--- src/btsc_defs.vh ---
// Constants for the burst test state control block.
// Assumes a 25 MHz system clock and a plain strobe register port.
//
// Contract
// - External trigger honoured only in pause
// - One burst package per trigger edge
// - Sync output marks each burst package
// - Fault input forces stop, message 115
// - Fault drops high voltage and equipment power
// - Stop keeps high voltage off, settings editable
// - Run or pause from stop enables high voltage
// - Green stop lamp lit in stop
// - Open interlock holds both enables off
// - Pause keeps high voltage, waits, counts time
// - Two minutes without trigger returns to stop
// - Trigger timeout clears test time counter
// - Run generates packages repeatedly by itself
// - Test time expiry in run stops
// - Select, adjust, enter commits, back to options
// - Unconfirmed edit restores value, shows message
// - Separate enable for each coupling relay
// - Open interlock refuses run/pause, forces stop
// - Open interlock switches equipment power off
`ifndef BTSC_DEFS_VH
`define BTSC_DEFS_VH

`define BTSC_CLK_HZ        25000000
`define BTSC_PAUSE_TO_S    120
`define BTSC_PAUSE_TO_CYC  (`BTSC_PAUSE_TO_S * `BTSC_CLK_HZ)
`define BTSC_SEC_CYC       `BTSC_CLK_HZ
`define BTSC_EDIT_TO_S     30
`define BTSC_SYNC_LEN      8'h10

`define BTSC_ADDR_CTRL     4'h0
`define BTSC_ADDR_STATUS   4'h1
`define BTSC_ADDR_TTIME    4'h2
`define BTSC_ADDR_ELAPSED  4'h3
`define BTSC_ADDR_REPEAT   4'h4
`define BTSC_ADDR_COUPLE   4'h5
`define BTSC_ADDR_EDIT     4'h6
`define BTSC_ADDR_PARAM    4'h7
`define BTSC_ADDR_MSG      4'h8

`define BTSC_CMD_STOP      0
`define BTSC_CMD_RUN       1
`define BTSC_CMD_PAUSE     2
`define BTSC_CMD_EUTP_ON   3
`define BTSC_CMD_EUTP_OFF  4

`define BTSC_ED_SELECT     0
`define BTSC_ED_UP         1
`define BTSC_ED_DOWN       2
`define BTSC_ED_ENTER      3

`define BTSC_MSG_FAULT     8'h73
`define BTSC_MSG_NOCONF    8'h01
`define BTSC_TTIME_RST     20'h0003C
`define BTSC_REPEAT_RST    16'h1D4C
`define BTSC_NUM_COUPLE    5

`endif

--- src/btsc_ctrl.v ---
// Burst test operating state control: stop, pause and run.
// Assumes software on the strobe port and pins from outside the clock domain.
//
// Design decisions made here: the plain strobed port and the register offsets.
`timescale 1ns/1ps
`include "btsc_defs.vh"
module btsc_ctrl #(
  parameter PAUSE_TO_CYC = `BTSC_PAUSE_TO_CYC,
  parameter SEC_CYC      = `BTSC_SEC_CYC
) (
  input  wire        clk,
  input  wire        sys_rst,
  input  wire        equipmentFaultInput,
  input  wire        externalBurstTrigger,
  input  wire        interlockClosed,
  input  wire [3:0]  regAddr,
  input  wire [31:0] regWdata,
  input  wire        regWr,
  input  wire        regRd,
  output reg  [31:0] regRdata,
  output reg         hvEnable,
  output reg         eutPowerEnable,
  output reg         burstSync,
  output reg         burstStart,
  output reg         stopLamp,
  output reg  [4:0]  couplingEnable
);

  // ****************************************************************
  // States
  // ****************************************************************
  localparam [2:0] ST_STOP  = 3'b001;
  localparam [2:0] ST_PAUSE = 3'b010;
  localparam [2:0] ST_RUN   = 3'b100;
  localparam [1:0] ED_IDLE  = 2'b01;
  localparam [1:0] ED_EDIT  = 2'b10;
  localparam [31:0] EDIT_TO_CYC = `BTSC_EDIT_TO_S * `BTSC_CLK_HZ;

  // ****************************************************************
  // Input synchronisation
  // ****************************************************************
  wire [2:0] pinSync;
  btsc_sync #(.W(3)) uSync (
    .clk     (clk),
    .sys_rst (sys_rst),
    .asyncIn ({interlockClosed, externalBurstTrigger, equipmentFaultInput}),
    .syncOut (pinSync)
  );

  wire faultS = pinSync[0];
  wire trigS  = pinSync[1];
  wire intlS  = pinSync[2];

  reg        trigPrev_q;
  reg        faultPrev_q;
  reg  [2:0] state_q;
  reg  [2:0] state_d;
  reg  [19:0] testTime_q;
  reg  [19:0] elapsed_q;
  reg  [31:0] secCnt_q;
  reg  [31:0] pauseCnt_q;
  reg  [15:0] repeat_q;
  reg  [31:0] repCnt_q;
  reg  [7:0]  syncCnt_q;
  reg  [7:0]  msg_q;
  reg         msgValid_q;
  reg  [1:0]  edState_q;
  reg  [2:0]  edSel_q;
  reg  [15:0] edWork_q;
  reg  [31:0] edTimer_q;
  reg  [15:0] param_q [0:7];

  function isCmd;
    input [31:0] data;
    input integer bitIdx;
    begin
      isCmd = data[bitIdx];
    end
  endfunction

  wire ctrlWr   = regWr && (regAddr == `BTSC_ADDR_CTRL);
  wire editWr   = regWr && (regAddr == `BTSC_ADDR_EDIT);
  wire trigEdge = trigS ^ trigPrev_q;
  wire faultRise = faultS && !faultPrev_q;
  wire secTick  = (secCnt_q == SEC_CYC - 1);
  wire timeUp   = (elapsed_q >= testTime_q);
  wire repTick  = (repCnt_q == {16'h0000, repeat_q} * 25000 - 1);

  // ****************************************************************
  // Operating state machine
  // ****************************************************************
  always @* begin
    state_d = state_q;
    case (state_q)
      ST_STOP: begin
        if (ctrlWr && intlS && !faultS && isCmd(regWdata, `BTSC_CMD_RUN))
          state_d = ST_RUN;
        else if (ctrlWr && intlS && !faultS && isCmd(regWdata, `BTSC_CMD_PAUSE))
          state_d = ST_PAUSE;
      end
      ST_PAUSE: begin
        if (ctrlWr && isCmd(regWdata, `BTSC_CMD_RUN))
          state_d = ST_RUN;
        if (pauseCnt_q == PAUSE_TO_CYC - 1)
          state_d = ST_STOP;
      end
      ST_RUN: begin
        if (ctrlWr && isCmd(regWdata, `BTSC_CMD_PAUSE))
          state_d = ST_PAUSE;
        if (timeUp)
          state_d = ST_STOP;
      end
      default: state_d = ST_STOP;
    endcase
    if (ctrlWr && isCmd(regWdata, `BTSC_CMD_STOP))
      state_d = ST_STOP;
    if (faultS || !intlS)
      state_d = ST_STOP;
  end

  always @(posedge clk) begin
    if (sys_rst) begin
      state_q     <= ST_STOP;
      trigPrev_q  <= 1'b0;
      faultPrev_q <= 1'b0;
      secCnt_q    <= 32'h00000000;
      pauseCnt_q  <= 32'h00000000;
      elapsed_q   <= 20'h00000;
      repCnt_q    <= 32'h00000000;
      burstStart  <= 1'b0;
      syncCnt_q   <= 8'h00;
      burstSync   <= 1'b0;
    end else begin
      state_q     <= state_d;
      trigPrev_q  <= trigS;
      faultPrev_q <= faultS;
      burstStart  <= 1'b0;
      secCnt_q    <= (state_q == ST_STOP || secTick) ? 32'h00000000 : secCnt_q + 32'h00000001;
      if (state_q != ST_STOP && secTick)
        elapsed_q <= elapsed_q + 20'h00001;
      if (state_q == ST_STOP && state_d != ST_STOP)
        elapsed_q <= 20'h00000;
      if (state_q == ST_PAUSE && state_d == ST_STOP && pauseCnt_q == PAUSE_TO_CYC - 1)
        elapsed_q <= 20'h00000;
      if (state_q == ST_PAUSE && !trigEdge)
        pauseCnt_q <= pauseCnt_q + 32'h00000001;
      else
        pauseCnt_q <= 32'h00000000;
      // A package is only started when the state is kept, so a start never meets stop or a mode change.
      if (state_q == ST_PAUSE && trigEdge && state_d == ST_PAUSE)
        burstStart <= 1'b1;
      if (state_q == ST_RUN) begin
        repCnt_q <= repTick ? 32'h00000000 : repCnt_q + 32'h00000001;
        if (repCnt_q == 32'h00000000 && state_d == ST_RUN)
          burstStart <= 1'b1;
      end else begin
        repCnt_q <= 32'h00000000;
      end
      if (burstStart) begin
        syncCnt_q <= `BTSC_SYNC_LEN;
        burstSync <= 1'b1;
      end else if (syncCnt_q != 8'h00) begin
        syncCnt_q <= syncCnt_q - 8'h01;
        burstSync <= (syncCnt_q != 8'h01);
      end
    end
  end

  // ****************************************************************
  // Enables and lamp
  // ****************************************************************
  always @(posedge clk) begin
    if (sys_rst) begin
      hvEnable       <= 1'b0;
      eutPowerEnable <= 1'b0;
      stopLamp       <= 1'b1;
      msg_q          <= 8'h00;
      msgValid_q     <= 1'b0;
    end else begin
      hvEnable <= (state_d != ST_STOP) && intlS && !faultS;
      stopLamp <= (state_d == ST_STOP);
      if (ctrlWr && isCmd(regWdata, `BTSC_CMD_EUTP_ON) && intlS && !faultS)
        eutPowerEnable <= 1'b1;
      if (ctrlWr && isCmd(regWdata, `BTSC_CMD_EUTP_OFF))
        eutPowerEnable <= 1'b0;
      if (faultS || !intlS) begin
        hvEnable       <= 1'b0;
        eutPowerEnable <= 1'b0;
      end
      if (regRd && regAddr == `BTSC_ADDR_MSG)
        msgValid_q <= 1'b0;
      if (edState_q == ED_EDIT && edTimer_q == EDIT_TO_CYC - 1) begin
        msg_q      <= `BTSC_MSG_NOCONF;
        msgValid_q <= 1'b1;
      end
      if (faultRise) begin
        msg_q      <= `BTSC_MSG_FAULT;
        msgValid_q <= 1'b1;
      end
    end
  end

  // ****************************************************************
  // Settings and parameter editing
  // ****************************************************************
  genvar gi;
  generate
    for (gi = 0; gi < 8; gi = gi + 1) begin : gParam
      always @(posedge clk) begin
        if (sys_rst)
          param_q[gi] <= 16'h0000;
        else if (edState_q == ED_EDIT && edSel_q == gi && editWr && isCmd(regWdata, `BTSC_ED_ENTER))
          param_q[gi] <= edWork_q;
      end
    end
  endgenerate

  always @(posedge clk) begin
    if (sys_rst) begin
      testTime_q     <= `BTSC_TTIME_RST;
      repeat_q       <= `BTSC_REPEAT_RST;
      couplingEnable <= 5'h00;
      edState_q      <= ED_IDLE;
      edSel_q        <= 3'h0;
      edWork_q       <= 16'h0000;
      edTimer_q      <= 32'h00000000;
    end else begin
      if (regWr && regAddr == `BTSC_ADDR_TTIME)
        testTime_q <= regWdata[19:0];
      if (regWr && regAddr == `BTSC_ADDR_REPEAT)
        repeat_q <= regWdata[15:0];
      if (regWr && regAddr == `BTSC_ADDR_COUPLE)
        couplingEnable <= regWdata[4:0];
      case (edState_q)
        ED_IDLE: begin
          edTimer_q <= 32'h00000000;
          if (editWr && isCmd(regWdata, `BTSC_ED_SELECT)) begin
            edSel_q   <= regWdata[10:8];
            edWork_q  <= param_q[regWdata[10:8]];
            edState_q <= ED_EDIT;
          end
        end
        ED_EDIT: begin
          edTimer_q <= edTimer_q + 32'h00000001;
          if (editWr && isCmd(regWdata, `BTSC_ED_UP))
            edWork_q <= edWork_q + 16'h0001;
          else if (editWr && isCmd(regWdata, `BTSC_ED_DOWN))
            edWork_q <= edWork_q - 16'h0001;
          if (editWr && isCmd(regWdata, `BTSC_ED_ENTER))
            edState_q <= ED_IDLE;
          else if (edTimer_q == EDIT_TO_CYC - 1) begin
            edWork_q  <= param_q[edSel_q];
            edState_q <= ED_IDLE;
          end
        end
        default: edState_q <= ED_IDLE;
      endcase
    end
  end

  // ****************************************************************
  // Register read port
  // ****************************************************************
  always @(posedge clk) begin
    if (sys_rst) begin
      regRdata <= 32'h00000000;
    end else if (regRd) begin
      case (regAddr)
        `BTSC_ADDR_STATUS:  regRdata <= {22'h000000, edState_q[1], eutPowerEnable, hvEnable,
                                          intlS, faultS, msgValid_q, 1'b0, state_q};
        `BTSC_ADDR_TTIME:   regRdata <= {12'h000, testTime_q};
        `BTSC_ADDR_ELAPSED: regRdata <= {12'h000, elapsed_q};
        `BTSC_ADDR_REPEAT:  regRdata <= {16'h0000, repeat_q};
        `BTSC_ADDR_COUPLE:  regRdata <= {27'h0000000, couplingEnable};
        `BTSC_ADDR_EDIT:    regRdata <= {13'h0000, edSel_q, edWork_q};
        `BTSC_ADDR_PARAM:   regRdata <= {16'h0000, param_q[edSel_q]};
        `BTSC_ADDR_MSG:     regRdata <= {24'h000000, msg_q};
        default:            regRdata <= 32'h00000000;
      endcase
    end else begin
      regRdata <= 32'h00000000;
    end
  end

endmodule // btsc_ctrl

--- src/btsc_sync.v ---
// Two-flop synchroniser for asynchronous pin inputs.
// Assumes the pins are quasi-static against the 25 MHz clock.
`timescale 1ns/1ps
module btsc_sync #(
  parameter W = 3
) (
  input  wire         clk,
  input  wire         sys_rst,
  input  wire [W-1:0] asyncIn,
  output reg  [W-1:0] syncOut
);
  reg [W-1:0] meta_q;

  always @(posedge clk) begin
    if (sys_rst) begin
      meta_q  <= {W{1'b0}};
      syncOut <= {W{1'b0}};
    end else begin
      meta_q  <= asyncIn;
      syncOut <= meta_q;
    end
  end
endmodule // btsc_sync

--- config.mk ---
export PLATFORM = sky130hd
export DESIGN_NAME = btsc_ctrl
export DESIGN_NICKNAME = d
export VERILOG_FILES = /design/src/btsc_ctrl.v /design/src/btsc_sync.v
export VERILOG_INCLUDE_DIRS = /design/src /design/src/src
export SDC_FILE = /design/constraint.sdc
export NUM_CORES = 1
export LEC_CHECK = 0
export BUFFER_PORTS_ARGS = -buffer_cell sky130_fd_sc_hd__buf_2
export CAP_MARGIN = 20
export CORE_MARGIN = 2
export CORE_UTILIZATION = 55
export CTS_CLUSTER_SIZE = 25
export DETAILED_ROUTE_END_ITERATION = 6
export GPL_TIMING_DRIVEN = 0
export PLACE_DENSITY = 0.7
export SYNTH_ARGS = -nofsm -noshare
export SYNTH_HDL_FRONTEND = slang
export SYNTH_SLANG_ARGS = --single-unit
--- constraint.sdc ---
create_clock -name clk -period 6.8 [get_ports clk]
set_clock_uncertainty 0.1 [all_clocks]
set_input_delay 1.36 -clock clk [delete_from_list [all_inputs] [get_ports clk]]
set_output_delay 1.36 -clock clk [all_outputs]
set_load 0.01 [all_outputs]
# ---- After elaboration in Yosys (flattened, before gate mapping)
# Memory sizes are Yosys's and may differ from the RTL's. A register that Yosys moved wholly into a read port is not among the register bits.
# Cells that the tools add are included.
dict set report classes {
  addsub 9
  reduce_logical 82
  n_bitwise 12
  n_mux 69
  magnitude_cmp 1
  multipliers 1
  n_eq_ne 32
}
# cell count
set op_table {}
lappend op_table {{16-bit two-way mux} 13}
lappend op_table {{20-bit one-hot mux with 8 select lines} 1}
lappend op_table {{32-bit by 1-bit adder with 32-bit output, second input constant} 4}
lappend op_table {{32-bit one-hot mux with 2 select lines} 1}
lappend op_table {{1-bit logical AND} 57}
lappend op_table {{1-bit two-way mux} 34}
lappend op_table {{32-bit by 25-bit equality test with 1-bit output, second input constant} 1}
lappend op_table {{32-bit by 30-bit equality test with 1-bit output, second input constant} 1}
lappend op_table {{32-bit equality test} 1}
lappend op_table {{32-bit equality test, second input constant} 1}
lappend op_table {{32-bit logical NOT} 1}
lappend op_table {{16-bit one-hot mux with 2 select lines} 1}
lappend op_table {{31-bit by 1-bit subtractor with 32-bit output, second input constant} 1}
lappend op_table {{3-bit two-way mux} 10}
lappend op_table {{16-bit by 12-bit multiplier with 28-bit output, second input constant} 1}
lappend op_table {{20-bit by 1-bit adder with 20-bit output, second input constant} 1}
lappend op_table {{20-bit greater-or-equal comparator} 1}
lappend op_table {{3-bit equality test, second input constant} 6}
lappend op_table {{16-bit by 1-bit adder with 16-bit output, second input constant} 1}
lappend op_table {{4-bit by 3-bit equality test with 1-bit output, second input constant} 4}
lappend op_table {{16-bit by 1-bit subtractor with 16-bit output, second input constant} 1}
lappend op_table {{7-bit two-way mux} 2}
lappend op_table {{3-bit by 2-bit equality test with 1-bit output, second input constant} 4}
lappend op_table {{5-bit two-way mux} 2}
lappend op_table {{other kinds (26)} 56}
dict set report totals {
  mem_bits_rw 128
  memories 1
  in_bits 43
  reg_bits 272
  elab_cells 233
  out_inout_bits 42
}
# memory words width rd rd_ports_with_merged_regs write_ports line_no
set memory_table {}
lappend memory_table {param_q 8 16 2 1 8 btsc_ctrl.v:71} ;# reg [15:0] param_q [0:7];

# ---- Longest topological paths before layout
dict set report depth {
  ltp_word 15
  depth_mapped 23
  ltp_nobuf 21
}

# ---- Cells and area by module
# A second synthesis with hierarchy kept.
dict set report unflattened {
  cells_unflattened 2612
  hier_area_um2 24577.3
}
# module area_each_um2 cells_each n_inst seq_area_each_um2
set modules_own_cells {}
lappend modules_own_cells {btsc_ctrl 24419.7 2600 1 8928.6}
lappend modules_own_cells {btsc_sync 157.7 12 1 120.1}

# ---- Worst setup path before layout
# No wires, ideal clock.
dict set report synth_timing {
  kind {register to register}
  startpoint {reg repeat_q[3]}
  endpoint {reg repCnt_q[10]}
  n_path_buf 2
  synth_period_minus_slack_ns 5.796
  t_arrival_ns 5.552
  required_ns 6.556
  stages_incl_launch_ff 22
  slack_ns 1.004
  path_cell_list {dfxtp_1 ha_1 ha_1 inv_1 fa_1 fa_1 fa_1 inv_1 ha_1 buf_4 o21ai_0 o21bai_1 or4_4 nand3_4 o221ai_2 nor2_4 nand3_2 a2111o_1 a22o_1 nor4_4 buf_6 nor4_2}
}
dict set report synth_between {
  elab_chain_len 4
}
# item line_no
set synth_lines {}
lappend synth_lines {{start, declared} btsc_ctrl.v:62} ;# reg [15:0] repeat_q;
lappend synth_lines {{start signal, assigned} btsc_ctrl.v:221} ;# repeat_q <= `BTSC_REPEAT_RST;
lappend synth_lines {{start signal, assigned} btsc_ctrl.v:231} ;# repeat_q <= regWdata[15:0];
lappend synth_lines {{16-bit by 12-bit multiplier with 28-bit output} btsc_ctrl.v:87} ;# wire repTick = (repCnt_q == {16'h0000, repeat_q} * 25000 - 1);
lappend synth_lines {{31-bit by 1-bit subtractor with 32-bit output} btsc_ctrl.v:87}
lappend synth_lines {{32-bit equality test} btsc_ctrl.v:87}
lappend synth_lines {{3-bit OR reduction (no line)} -}
lappend synth_lines {{end signal, assigned} btsc_ctrl.v:153} ;# repCnt_q <= repTick ? 32'h00000000 : repCnt_q + 32'h00000001;
lappend synth_lines {{end, declared} btsc_ctrl.v:63} ;# reg [31:0] repCnt_q;
# No other way between the ends.
# A chain may end at the register's enable or synchronous reset.

# ---- Worst setup path after layout
dict set report layout_timing {
  startpoint {reg repeat_q[14]}
  endpoint {reg repCnt_q[4]}
}
# Same word-level chain as after synthesis.

==> run summary <==
Counting flops and latches in the post-synthesis netlist gives 388. The top fanout value on the critical path was 10; the count of flip-flops with a built-in enable after synthesis was 128. The count of final hold-check violations is 0, and the number of DRC violations after detailed routing is 0. TritonCTS built the clock tree. Number of buffers added on ports: 55. The flop-to-flop setup slack was 0.22 ns. The logs give 7.12 ns for the data required time of the worst path and 51.53 mm for the estimated wirelength of the detail-placed design. For this block, the routed nets add up to 67.60 mm of wire. The leakage dissipation came out at 9.979 nW. Relative to the synthesized area, the layout overhead comes to 10.91%. Yosys printed 0 warnings. The run gives 37.15% as the share of the yosys chip area belonging to registers. Clock root buffer: clkbuf_16. The die covers 45,990 um2.

Max-cap violations in this run came to 0. The initial antenna violation count was 2. The number of DRC markers in iteration 0 is 1,811. The longest clock path from root to sink contains 3 buffers. The number of pins exceeding their max-slew limit in the final report was 0. I/O pin count: 85. Counting every sink on the clock net gives 388. Cells with a size suffix above 1 make up 11.82% of the layout. The floorplan step set the die width to 214.4 um. In this run the critical register-to-register path is launched from repeat_q[14].

The tightest hold path in the finished design has a slack of 0.3443 ns. The flow ran to the end, and the final reports show no timing, DRC or antenna violations. The die is 214.4 um tall. In this run the critical register-to-register path is captured at repCnt_q[4].

After synthesis, the netlist uses 98 different library cells. The run gives 19,968 as the number of global-route vias before repair. In this run the most critical hold path is launched from uSync.meta_q[1]. The fraction of registers with async set or reset after synthesis is 0%. For the worst setup path, the data arrival time is 6.90 ns.

Setup repair after global routing left no endpoint under its margin. Sorting the synthesized cells by area gives the leading types as dfxtp_1 (21%), edfxtp_1 (16%), ha_1 (6.8%). The critical path is of the reg -> reg type. The largest individual stage delay along the critical path comes from the cell dfxtp_1. The wire length of the first global-routing pass was 106.4 mm; the highest achievable clock rate was 0.1520 GHz.

The floorplan step defined a core boundary enclosing 43,930 um2. The net total in the final layout is 2,894, and the mean instance size in the synthesized netlist is 9.556 um2. Initial standard-cell utilization of the core: 55.45%. STA classifies the critical path startpoint as a flop.

Traced cell by cell, the critical path runs through ha_1 -> ha_1 -> inv_1 -> fa_1 -> inv_1 -> fa_1 -> fa_1 -> ha_1 -> buf_2 -> a21oi_1 -> o21a_1 -> o21bai_1 -> or2_2 -> o211ai_1 -> o311ai_1 -> a2111o_1 -> a22o_1 -> nor4_4 -> buf_6 -> nor4_2. Of the post-synthesis cell area, the dominant cell type holds 21.37%. The number of routed nets with antenna violations is 0, and the count of vias placed by the detailed router is 20,004. Measured against its own limit, the worst slew margin works out to 24.04%. The average via count per standard cell was 6.058. The total area of sequential cells was 9050 um2. CTS built an H-tree with a depth of 2. The weighted congestion at the end of routability-driven global placement came out at 0.9527. The logs give 43 for the number of buffers created by CTS and 24,360 um2 for the synthesized cell area. The largest area contributor in the netlist was dfxtp_1.

Prevailing post-synth register cell: dfxtp_1. In this design, the stage delay of the slowest critical-path cell is 0.63 ns. Subtracting the final worst setup slack from the clock period gives 6.580 ns. In the final timing run, aggregate negative setup slack is 0 ns. The first-pass detailed-route iteration total was 7; the wire length per cell after detailed routing was 20.47 um. Across the VDD grid, the largest voltage drop is 0.2081 mV. The cell depth of the worst hold path is 1, and the total setup violations reported at the end of the flow is 0.

Pin count of the biggest net entering global routing: 17. After clock tree synthesis, the clock-pin slew on the worst setup and hold paths is 0.06 ns. After layout, the worst path uses 96.76% of the clock period. Across every metal layer, demand over resource in global routing totals 29.01%.

Summed over all layers, the global routing overflow is 0. STA classifies the critical path endpoint as a flop. The final core utilization is 61.49%, and the post-synthesis instance total is 2,549. In this run the core area contains 77 standard-cell rows.

In this run the power density over the cells is 225.1 nW/um2. Counting cells, the worst reg-to-reg path comes to 20. The path class of the lowest-slack min-delay path is reg -> reg. After filler insertion, the fill cell instance count of the layout stands at 3,795. At the later pin of the worst-skew pair, clock insertion delay measures 0.57 ns. The worst hold endpoint was uSync.syncOut[1]. The area used by multi-input combinational logic was 14,220 um2. At the pin with the least slew margin, the transition time is 1.131 ns.
[what timing repair did]
action	4_1_cts	5_1_grt
hold buffers	0	0
resized for setup	0	8
setup endpoints to repair	0	30
buffers inserted	0	3
[flip-flops by register name, summed over array words and instances, names as in the netlist, 5 cells and up, named ones only]
register	flops
regRdata	20
elapsed_q	20
repeat_q	16
repCnt_q	32
edTimer_q	32
edWork_q	16
pauseCnt_q	32
syncCnt_q	8
testTime_q	20
secCnt_q	32
couplingEnable	5
param_q	128
[cell type report]
type	instances	area share, %
Antenna cell	3	0.02779
Buffer	156	2.482
Clock buffer	60	4.446
Clock inverter	18	0.6576
Inverter	140	1.945
Multi-Input combinational cell	1876	52.64
Sequential cell	388	33.50
Tap cell	592	2.742
Timing Repair Buffer	69	1.565
[worst max path at each step]
stage	startpoint	end	slack [ns]
finish	repeat_q[14]	repCnt_q[4]	0.22
global placement	repeat_q[4]	repCnt_q[27]	0.16
global route	repeat_q[5]	repCnt_q[4]	0.02
detailed placement	repeat_q[4]	repCnt_q[4]	0.11
floorplan	repeat_q[3]	repCnt_q[10]	1.00
CTS	repeat_q[4]	repCnt_q[3]	0.11
[worst max-delay path, delay by kind of cell, from the launching register on]
| kind | cells | cell delay, ns |
|---|---|---|
| AO/OA/AOI/OAI | 7 | 1.94 |
| adder cells (fa/ha/maj) | 6 | 2.43 |
| buffers and inverters | 4 | 0.54 |
| flip-flops | 1 | 0.63 |
| AND/OR/NAND/NOR | 3 | 0.80 |
[where the power goes]
part	switching (mW)	internal [mW]
logic	0.769	0.502
registers	0.0495	2.45
clock network	0.961	1.35
total	1.78	4.30
[layer usage]
metal	share of wire (%)	track usage, %	vias up	wire, um
met1	40	34.69	9670	27070
met5	0.024	0	-	16
met4	5.3	14.61	2	3609
met3	5.8	4.440	211	3942
met2	49	50.83	714	32960
li1	-	-	9407	-
[cell usage after synthesis (all sizes together) (4+ instances only)]
| cell type | count |
|---|---|
| a2111oi | 5 |
| a211oi | 22 |
| a21boi | 8 |
| a21o | 22 |
| a21oi | 120 |
| a222oi | 14 |
| a22oi | 29 |
| a311oi | 4 |
| a31oi | 23 |
| a41oi | 8 |
| and2 | 113 |
| and3 | 39 |
| and4 | 14 |
| buf | 34 |
| clkbuf | 122 |
| dfxtp | 260 |
| edfxtp | 128 |
| fa | 44 |
| ha | 133 |
| inv | 138 |
| mux2 | 24 |
| mux2i | 19 |
| mux4 | 64 |
| nand2 | 230 |
| nand2b | 16 |
| nand3 | 96 |
| nand4 | 44 |
| nor2 | 218 |
| nor2b | 21 |
| nor3 | 59 |
| nor3b | 8 |
| nor4 | 73 |
| nor4b | 8 |
| o211a | 6 |
| o211ai | 29 |
| o21a | 7 |
| o21ai | 63 |
| o21bai | 8 |
| o31ai | 5 |
| or2 | 7 |
| or3 | 31 |
| xnor2 | 81 |
| xor2 | 99 |
[metrics by stage]
stage	power [mW]	setup WS, ns	instance area, um2	std cells
3_5_place_dp	3.780	0.1071	25560	3215
3_3_place_gp	3.747	0.1628	25420	3207
4_1_cts	6.086	0.1139	26940	3293
6_report	6.080	0.2203	27020	3302
2_1_floorplan	3.483	1.004	24400	2560
5_1_grt	6.325	0.01719	27010	3300
[layout by cell type (no fill, tap or decap), drive strengths merged, types with 8 or more instances in the layout]
cell type and n:
inv 139, nor4 73, a211oi 22, o21ai 63, nor2 218, edfxtp 128, a41oi 8, nand4 44
a21boi 8, nor3 59, and4 14, dfxtp 260, ha 133, a21oi 120, or3 31, clkinv 16
clkbuf 184, mux2i 19, nand2b 16, xnor2 81, a22oi 29, xor2 99, nand2 230, nand3 96
nor4b 8, a31oi 23, nor3b 8, and2 113, nor2b 21, a21o 22, o211ai 29, a222oi 14
buf 101, fa 44, mux4 64, o21bai 8, mux2 24, conb 12, and3 39
[cells by family (layout without fill, tap and decap cells)]
group           after synthesis  in the layout  share of synthesized area, %
fa+ha+maj                   177            177                         10.45
simple gates                993            993                         21.67
other cells                   1             15                       0.01540
xor+xnor                    184            184                         6.847
mux                         107            107                         7.808
buf+inv                     296            443                         4.905
compound gates              403            403                         11.16
flops                       388            388                         37.15
Note: power is estimated with default switching activity, not from simulation.
